### src/design/lhbi_regs.svh
// Purpose: constants for the host bus interface port
// Assumes: included by bare name
// Notes: addresses are five bits, data eight
`ifndef LHBI_REGS_SVH
`define LHBI_REGS_SVH
`define LHBI_ADDR_W 5
`define LHBI_DATA_W 8
`define LHBI_SER_BITS 16
`define LHBI_SER_HALF 8
`define LHBI_CMD_READ_BIT 7
`define LHBI_ADDR_RST 5'h00
`define LHBI_DATA_RST 8'h00
`define LHBI_IRQ_SRCS 3
`endif

### src/design/lhbi_pkg.sv
// Purpose: types for the host bus interface port
// Assumes: nothing
// Notes: host modes and serial frame states
package lhbi_pkg;
  typedef enum logic [1:0] {
    LHBI_HOST_HW = 2'b00,
    LHBI_HOST_SERIAL = 2'b01,
    LHBI_HOST_SEP = 2'b10,
    LHBI_HOST_DATA_STB = 2'b11
  } lhbi_host_t;
  typedef enum logic [1:0] {
    LHBI_SER_IDLE = 2'b00,
    LHBI_SER_CMD = 2'b01,
    LHBI_SER_DATA = 2'b10
  } lhbi_ser_t;
endpackage

### src/design/lhbi_sync_if.sv
// Purpose: carries synchronised pin levels and edges from the edge finder
// Assumes: one clock domain
// Notes: levels plus one-cycle rise and fall pulses
`timescale 1ns/100ps
`default_nettype none
interface lhbi_sync_if;
  logic [6:0] lvl;
  logic [6:0] rise;
  logic [6:0] fall;
  modport src (output lvl, rise, fall);
  modport dst (input lvl, rise, fall);
endinterface
`default_nettype wire

### src/design/lhbi_sync.sv
// Purpose: two-flop synchroniser and edge finder for host pins
// Assumes: pins are asynchronous to MCLK
// Notes: edges are one-cycle pulses
`timescale 1ns/100ps
`default_nettype none
module lhbi_sync (
  // clock and reset
  input wire logic clk,
  input wire logic arst_n,
  input wire logic ce,
  // raw pins
  input wire logic [6:0] pins,
  // synchronised view
  lhbi_sync_if.src sy
);
  logic [6:0] s1_reg;
  logic [6:0] s2_reg;
  logic [6:0] s3_reg;
  always_ff @(posedge clk or negedge arst_n) begin
    if (!arst_n) begin
      s1_reg <= 7'h7F;
      s2_reg <= 7'h7F;
      s3_reg <= 7'h7F;
    end else if (ce) begin
      s1_reg <= pins;
      s2_reg <= s1_reg;
      s3_reg <= s2_reg;
    end
  end
  assign sy.lvl = s2_reg;
  assign sy.rise = ce ? (s2_reg & ~s3_reg) : 7'h00;
  assign sy.fall = ce ? (~s2_reg & s3_reg) : 7'h00;
endmodule
`default_nettype wire

### src/design/lhbi_host_port.sv
// Purpose: serial and parallel host access port with ready, ack and interrupt
// Assumes: all host pins asynchronous to MCLK; register store outside
// Notes: pin edges seen about three MCLK cycles late
// Summary of operation
// serial out launched on edge chosen by select
// serial in sampled on every rising clock
// write: output off 8 cycles, low 8
// read: output off only during command byte
// transfer is command byte plus data byte
// latch low address bits on latch fall
// host keeps address strobe high non-multiplexed
// latch low address bits on strobe fall
// host holds read strobe low for reads
// direction select low writes, high reads
// write data taken on write strobe rise
// write data taken on data strobe rise
// read data driven after data strobe fall, released on rise
// separate address latched on data strobe fall
// ready high when cycle may complete
// acknowledge low when data valid or taken
// open-drain low interrupt from three sources
// hardware mode ignores all host inputs
// format select: low separate, high multiplexed
// host frames each access with chip select
`include "lhbi_regs.svh"
`timescale 1ns/100ps
`default_nettype none
module lhbi_host_port (
  // clock and reset
  input wire logic MCLK,
  input wire logic ARST_N,
  input wire logic CE,
  // mode straps
  input wire lhbi_pkg::lhbi_host_t HOST_MODE,
  input wire logic BUS_FORMAT_SELECT,
  input wire logic CLOCK_EDGE_SELECT,
  // host control pins
  input wire logic CS_N,
  input wire logic SCLK_ALE_ADDRESS_STROBE_N,
  input wire logic RD_N_RW,
  input wire logic SERIAL_IN_LINE_WR_N_DATA_STROBE_N,
  // host data pins
  input wire logic [4:0] ADDR_IN,
  input wire logic [7:0] DATA_IN,
  output logic [7:0] DATA_OUT,
  output logic DATA_OE,
  // host status pins
  output logic SERIAL_OUT_LINE,
  output logic SERIAL_OUT_OE,
  output logic RDY_ACK,
  output logic INT_N_OUT,
  output logic INT_N_OE,
  // register store side
  input wire logic [2:0] IRQ_SRC,
  input wire logic [7:0] RD_DATA,
  output logic [4:0] REG_ADDR,
  output logic [7:0] WR_DATA,
  output logic WR_STB,
  output logic RD_STB
);
  lhbi_sync_if sy ();
  logic [6:0] pins;
  logic [7:0] din_s1_reg;
  logic [7:0] din_reg;
  logic [4:0] ain_s1_reg;
  logic [4:0] ain_reg;
  logic hw;
  logic ser;
  logic cs_act;
  logic sclk_r;
  logic sclk_f;
  logic launch;
  lhbi_pkg::lhbi_ser_t ser_reg;
  logic [4:0] bit_reg;
  logic [7:0] sh_reg;
  logic rd_cyc_reg;
  logic [7:0] tx_reg;
  logic access_reg;
  logic [7:0] bus_data;
  // bit 0 select, 1 shift clock or latch, 2 read or direction, 3 serial in or strobe
  assign pins = {3'h7, SERIAL_IN_LINE_WR_N_DATA_STROBE_N, RD_N_RW, SCLK_ALE_ADDRESS_STROBE_N,
    CS_N};
  lhbi_sync u_sync (
    .clk(MCLK),
    .arst_n(ARST_N),
    .ce(CE),
    .pins(pins),
    .sy(sy)
  );
  // bus pins sampled twice as well
  always_ff @(posedge MCLK or negedge ARST_N) begin
    if (!ARST_N) begin
      din_s1_reg <= `LHBI_DATA_RST;
      din_reg <= `LHBI_DATA_RST;
      ain_s1_reg <= `LHBI_ADDR_RST;
      ain_reg <= `LHBI_ADDR_RST;
    end else if (CE) begin
      din_s1_reg <= DATA_IN;
      din_reg <= din_s1_reg;
      ain_s1_reg <= ADDR_IN;
      ain_reg <= ain_s1_reg;
    end
  end
  assign hw = (HOST_MODE == lhbi_pkg::LHBI_HOST_HW);
  assign ser = (HOST_MODE == lhbi_pkg::LHBI_HOST_SERIAL);
  assign cs_act = !hw && !sy.lvl[0];
  assign sclk_r = ser && cs_act && sy.rise[1];
  assign sclk_f = ser && cs_act && sy.fall[1];
  assign launch = CLOCK_EDGE_SELECT ? sclk_f : sclk_r;
  // mux for bus data: multiplexed uses AD lines on same pins
  assign bus_data = din_reg;
  // serial frame sequencer
  always_ff @(posedge MCLK or negedge ARST_N) begin
    if (!ARST_N) begin
      ser_reg <= lhbi_pkg::LHBI_SER_IDLE;
      bit_reg <= 5'h00;
      sh_reg <= `LHBI_DATA_RST;
      rd_cyc_reg <= 1'b0;
    end else if (CE) begin
      if (!ser || !cs_act) begin
        ser_reg <= lhbi_pkg::LHBI_SER_IDLE;
        bit_reg <= 5'h00;
      end else if (sclk_r) begin
        sh_reg <= {sh_reg[6:0], sy.lvl[3]};
        bit_reg <= bit_reg + 5'h01;
        case (ser_reg)
          lhbi_pkg::LHBI_SER_IDLE: begin
            ser_reg <= lhbi_pkg::LHBI_SER_CMD;
          end
          lhbi_pkg::LHBI_SER_CMD: begin
            if (bit_reg == 5'(`LHBI_SER_HALF - 1)) begin
              ser_reg <= lhbi_pkg::LHBI_SER_DATA;
              rd_cyc_reg <= sh_reg[5];
            end
          end
          lhbi_pkg::LHBI_SER_DATA: begin
            if (bit_reg == 5'(`LHBI_SER_BITS - 1)) begin
              ser_reg <= lhbi_pkg::LHBI_SER_IDLE;
            end
          end
          default: begin
            ser_reg <= lhbi_pkg::LHBI_SER_IDLE;
          end
        endcase
      end
    end
  end
  // serial output line
  always_ff @(posedge MCLK or negedge ARST_N) begin
    if (!ARST_N) begin
      SERIAL_OUT_LINE <= 1'b0;
      SERIAL_OUT_OE <= 1'b0;
      tx_reg <= `LHBI_DATA_RST;
    end else if (CE) begin
      if (ser_reg != lhbi_pkg::LHBI_SER_DATA || !cs_act || RD_STB) begin
        SERIAL_OUT_OE <= 1'b0;
        tx_reg <= RD_DATA;
      end else if (launch) begin
        SERIAL_OUT_OE <= 1'b1;
        SERIAL_OUT_LINE <= rd_cyc_reg ? tx_reg[7] : 1'b0;
        tx_reg <= {tx_reg[6:0], 1'b0};
      end
    end
  end
  // parallel address, strobes and handshake
  always_ff @(posedge MCLK or negedge ARST_N) begin
    if (!ARST_N) begin
      REG_ADDR <= `LHBI_ADDR_RST;
      WR_DATA <= `LHBI_DATA_RST;
      WR_STB <= 1'b0;
      RD_STB <= 1'b0;
      DATA_OUT <= `LHBI_DATA_RST;
      DATA_OE <= 1'b0;
      RDY_ACK <= 1'b1;
      access_reg <= 1'b0;
    end else if (CE) begin
      WR_STB <= 1'b0;
      RD_STB <= 1'b0;
      if (ser) begin
        RDY_ACK <= 1'b1;
        DATA_OE <= 1'b0;
        if (sclk_r && ser_reg == lhbi_pkg::LHBI_SER_CMD && bit_reg == 5'(`LHBI_SER_HALF - 1)) begin
          REG_ADDR <= {sh_reg[3:0], sy.lvl[3]};
          RD_STB <= sh_reg[5];
        end
        if (sclk_r && ser_reg == lhbi_pkg::LHBI_SER_DATA && bit_reg == 5'(`LHBI_SER_BITS - 1) &&
            !rd_cyc_reg) begin
          WR_DATA <= {sh_reg[6:0], sy.lvl[3]};
          WR_STB <= 1'b1;
        end
      end else if (!cs_act) begin
        DATA_OE <= 1'b0;
        access_reg <= 1'b0;
        RDY_ACK <= 1'b1;
      end else if (HOST_MODE == lhbi_pkg::LHBI_HOST_SEP) begin
        if (BUS_FORMAT_SELECT && sy.fall[1]) begin
          REG_ADDR <= bus_data[4:0];
        end else if (!BUS_FORMAT_SELECT && (sy.fall[2] || sy.fall[3])) begin
          REG_ADDR <= ain_reg;
        end
        if (sy.fall[2]) begin
          RD_STB <= 1'b1;
          RDY_ACK <= 1'b0;
        end else if (!sy.lvl[2] && !access_reg) begin
          DATA_OUT <= RD_DATA;
          DATA_OE <= 1'b1;
          access_reg <= 1'b1;
          RDY_ACK <= 1'b1;
        end else if (sy.rise[2]) begin
          DATA_OE <= 1'b0;
          access_reg <= 1'b0;
        end
        if (sy.rise[3]) begin
          WR_DATA <= bus_data;
          WR_STB <= 1'b1;
        end
      end else begin
        if (BUS_FORMAT_SELECT && sy.fall[1]) begin
          REG_ADDR <= bus_data[4:0];
        end else if (!BUS_FORMAT_SELECT && sy.fall[3]) begin
          REG_ADDR <= ain_reg;
        end
        if (sy.fall[3] && sy.lvl[2]) begin
          RD_STB <= 1'b1;
        end
        if (sy.rise[3]) begin
          RDY_ACK <= 1'b1;
          DATA_OE <= 1'b0;
          if (!sy.lvl[2]) begin
            WR_DATA <= bus_data;
            WR_STB <= 1'b1;
          end
        end else if (!sy.lvl[3] && RDY_ACK && !sy.fall[3]) begin
          if (sy.lvl[2]) begin
            DATA_OUT <= RD_DATA;
            DATA_OE <= 1'b1;
          end
          RDY_ACK <= 1'b0;
        end
      end
    end
  end
  // interrupt output, open drain
  always_ff @(posedge MCLK or negedge ARST_N) begin
    if (!ARST_N) begin
      INT_N_OUT <= 1'b0;
      INT_N_OE <= 1'b0;
    end else if (CE) begin
      INT_N_OUT <= 1'b0;
      INT_N_OE <= |IRQ_SRC;
    end
  end
endmodule
`default_nettype wire

### config.mk
export PLATFORM = sky130hd
export DESIGN_NAME = lhbi_host_port
export DESIGN_NICKNAME = d
export VERILOG_FILES = /design/src/design/lhbi_pkg.sv /design/src/design/lhbi_sync_if.sv /design/src/design/lhbi_sync.sv /design/src/design/lhbi_host_port.sv
export VERILOG_INCLUDE_DIRS = /design/src /design/src/design
export SDC_FILE = /design/constraint.sdc
export NUM_CORES = 1
export LEC_CHECK = 0
export ABC_AREA = 0
export BUFFER_PORTS_ARGS = -buffer_cell sky130_fd_sc_hd__clkbuf_2
export CAP_MARGIN = 20
export CORE_MARGIN = 1.5
export CORE_UTILIZATION = 39
export DETAILED_ROUTE_END_ITERATION = 8
export GPL_TIMING_DRIVEN = 0
export PLACE_DENSITY_LB_ADDON = 0.15
export SLEW_MARGIN = 25
export SYNTH_ARGS = -nofsm -noshare
export SYNTH_HDL_FRONTEND = slang
export SYNTH_SLANG_ARGS = --single-unit
### constraint.sdc
create_clock -name MCLK -period 2.4 [get_ports MCLK]
set_clock_uncertainty 0.15 [all_clocks]
set_input_delay 0.48 -clock MCLK [delete_from_list [all_inputs] [get_ports MCLK]]
set_output_delay 0.48 -clock MCLK [all_outputs]
set_load 0.1 [all_outputs]
==> summary.txt <==
Status
  – Outcome: finished clean

Routing
  – Final ANT Viol Nets: 0
  – Final WL: just over 9 mm
  – Via density: around 5.2
  – Drt drc: 0
  – Vias: approximately 2900
  – Initial drt markers: 113
  – Drt pass-1 iters: 4
  – Post-DR wirelength/cell: 16.4 um

Logic synthesis
  – Post-synth EDFFs: 0
  – Post-Syn Area: 0.00416 mm2
  – Count of cell types in the netlist: 54
  – Post-synth top flop: dfrtp_1
  – Yosys reg bits: 89
  – Synth Warn #: 0
  – Sequential share of the synthesized area: 0.538
  – Gate Count Post-Synth: 336
  – Post-Syn Nets: 377
  – Synthesized area per cell: 12.4 um2
  – Async SR Flop Fraction: 1.00

Critical path
  – CP max stage delay: between 0.4 and 0.5 ns
  – Worst setup EP type: flip-flop
  – CP most frequent cell: ha_4
  – Setup CP Type: flip-flop to flip-flop
  – Worst EP required: 2.48 ns
  – Startpoint types: flip-flop
  – CP max stage cell: dfrtp_1
  – Worst Path Arrival: between 2 and 2.5 ns
  – CP max FO: 8
  – Cell breakdown of the critical path: ha_4 > and3_4 > ha_4 > nand3b_1 > nor4_4 > o221a_2 > buf_12 > mux2_4

Clock tree
  – Total CTS buffers: 9
  – Worst-Skew Late Latency: between 0.3 and 0.4 ns
  – Clock root cell: clkbuf_8
  – CTS Sinks: between 80 and 90
  – Clk slew on worst S/H paths: 0.09 ns
  – TritonCTS clock tree: built
  – H-Tree Level Count: 3
  – Worst-case clock buffer depth: 2

Cells and area
  – Most common cell after layout, fill and taps aside: dfrtp_1
  – Area growth syn-to-layout: 21.8%
  – Share of layout cells above drive strength 1: 0.464
  – Commonest non-fill, non-tap cells in the layout: dfrtp_1 (77), mux2_2 (69), clkbuf_2 (64)
  – Filler cells: 974
  – Design Area, Final: between 0.005 and 0.006 mm2
  – Fin nets: between 400 and 500
  – Ant diodes: 0

STA
  – Final worst path period share: 0.975
  – Final Slew Violations: 0
  – Slew HR: 0.537
  – Final Hold Viols: 0
  – Setup TNS: 0 ns
  – Worst Tran Pin Value: between 0.6 and 0.7 ns
  – Max Clock Freq: about 430 MHz
  – Setup Viol. Count Final: 0
  – Final min period: 2.34 ns

Floorplan
  – I/O Pins: 64
  – Die W: 106 um
  – CORE AREA: 0.0103 mm2
  – Initial core utilization: 0.403
  – Die Y: 106 um
  – Die area: 0.0113 mm2
  – Num rows: 37

Placement
  – DP HPWL: 6.29 mm
  – Gpl congestion: a little over 0.8
  – PortBufs: 62
  – Cell Area, Placed: 0.00468 mm2

Power and ir drop
  – Leakage: 0.00230 uW
  – Power Dens Cells: 1050 mW/mm2
  – Max VDD drop: 0.932 mV

Global route
  – Largest net degree at the start of global routing: 56
  – Vias in the first global route: about 3000
  – Initial antenna violation count: 0
  – First-pass GRT wire length: about 15 mm
  – GRT Residual Overflow: 0
  – Total track usage: 0.171

Worst hold path
  – Worst hold path class: primary input to flip-flop

Run
  – Max Cap Viol: 0
-- kinds of logic (layout without fill, tap and decap cells) --
group,count (synthesis),count (layout),synth area share
simple gates,69,69,0.0998
other cells,1,1,0.000901
fa+ha+maj,6,6,0.0180
compound gates,60,60,0.0932
mux,82,82,0.220
flops,89,89,0.538
buf+inv,29,115,0.0294
-- cells in the mapped netlist (4+ instances only) --
library cell  number  share of area
nor2_1             7         0.0063
ha_1               6          0.018
nand2b_1           8          0.012
inv_1             12          0.011
nor2b_1            4         0.0060
dfrtp_1           77           0.46
nand2_1           21          0.019
clkbuf_1           7         0.0063
mux2i_1            5          0.012
mux2_2            77           0.21
nor3_1             5         0.0060
buf_2              4         0.0048
a21oi_1            9          0.011
nand3b_1           5         0.0090
o21ai_0           27          0.032
dfstp_2           12          0.076
-- worst paths after layout --
kind / from / end / slack (ns) / depth (start not counted)
setup / recovery: bit_reg[1] / WR_DATA[5] / 0.06 / 8
hold / removal: DATA_IN[4] / din_s1_reg[4] / 0.20 / 2
setup reg to reg: bit_reg[1] / WR_DATA[5] / 0.06 / 8
hold reg to reg: din_s1_reg[2] / bus_data[2] / 0.33 / 2
max in group asynchronous: ARST_N / u_sync.s1_reg[3] / 1.04 / 3
min in group asynchronous: ARST_N / bit_reg[1] / 0.43 / 2
-- worst max-delay path: cells and delay by family, from the launching register on --
kind,cells,cell delay [ns]
AO/OA/AOI/OAI,1,0.28
buffers and inverters,1,0.15
flip-flops,1,0.41
adder cells (fa/ha/maj),2,0.29
multiplexers,1,0.30
AND/OR/NAND/NOR,3,0.63
-- through the flow --
step           power (uW)  utilization  setup WS (ns)  instances  hold WS [ns]
5_1_grt              5570        0.491        -0.0415        558         0.185
3_5_place_dp         4180        0.453         -0.483        535         0.259
2_1_floorplan        3780            -         0.0330        336        0.0344
3_3_place_gp         4140        0.450         -0.458        534         0.315
4_1_cts              5340        0.477        0.00339        552         0.183
6_report             5340        0.491         0.0589        558         0.197
-- power by group --
part / switching (uW) / leakage [uW] / total (uW) / internal (uW)
registers: 179 / 0.00108 / 1990 / 1810
logic: 1720 / 0.00111 / 2200 / 483
clock network: 527 / 0.000107 / 1150 / 620
total: 2420 / 0.00230 / 5340 / 2920
-- layout make-up --
class                   count  area (um2)  share of cell area
clock inverters             4        76.3              0.0151
repair buffers             70         402              0.0792
clock buffers              12         145              0.0286
flip-flops and latches     89        2240               0.442
inverters                  12        45.0             0.00888
multi-input cells         218        1900               0.374
plain buffers              17        92.6              0.0183
well taps                 136         170              0.0336
-- what timing repair did --
item / in CTS / in global routing
buffers inserted: 0 / 6
hold buffers: 1 / 0
endpoints found under the hold margin: 34 / 0
pin swaps: 0 / 5
resized for setup: 2 / 25
setup endpoints to repair: 10 / 34
-- per-layer routing --
layer / wire length (um) / track usage / part of all wire / vias to the layer above
li1: - / - / - / 1367
met1: 4210 / 0.226 / 0.46 / 1461
met2: 4500 / 0.276 / 0.49 / 59
met3: 340 / 0.0368 / 0.037 / 7
met4: 86 / 0.0627 / 0.0094 / 0
met5: 0 / 0 / 0 / -
No activity file was read; power rests on OpenSTA's default activity.
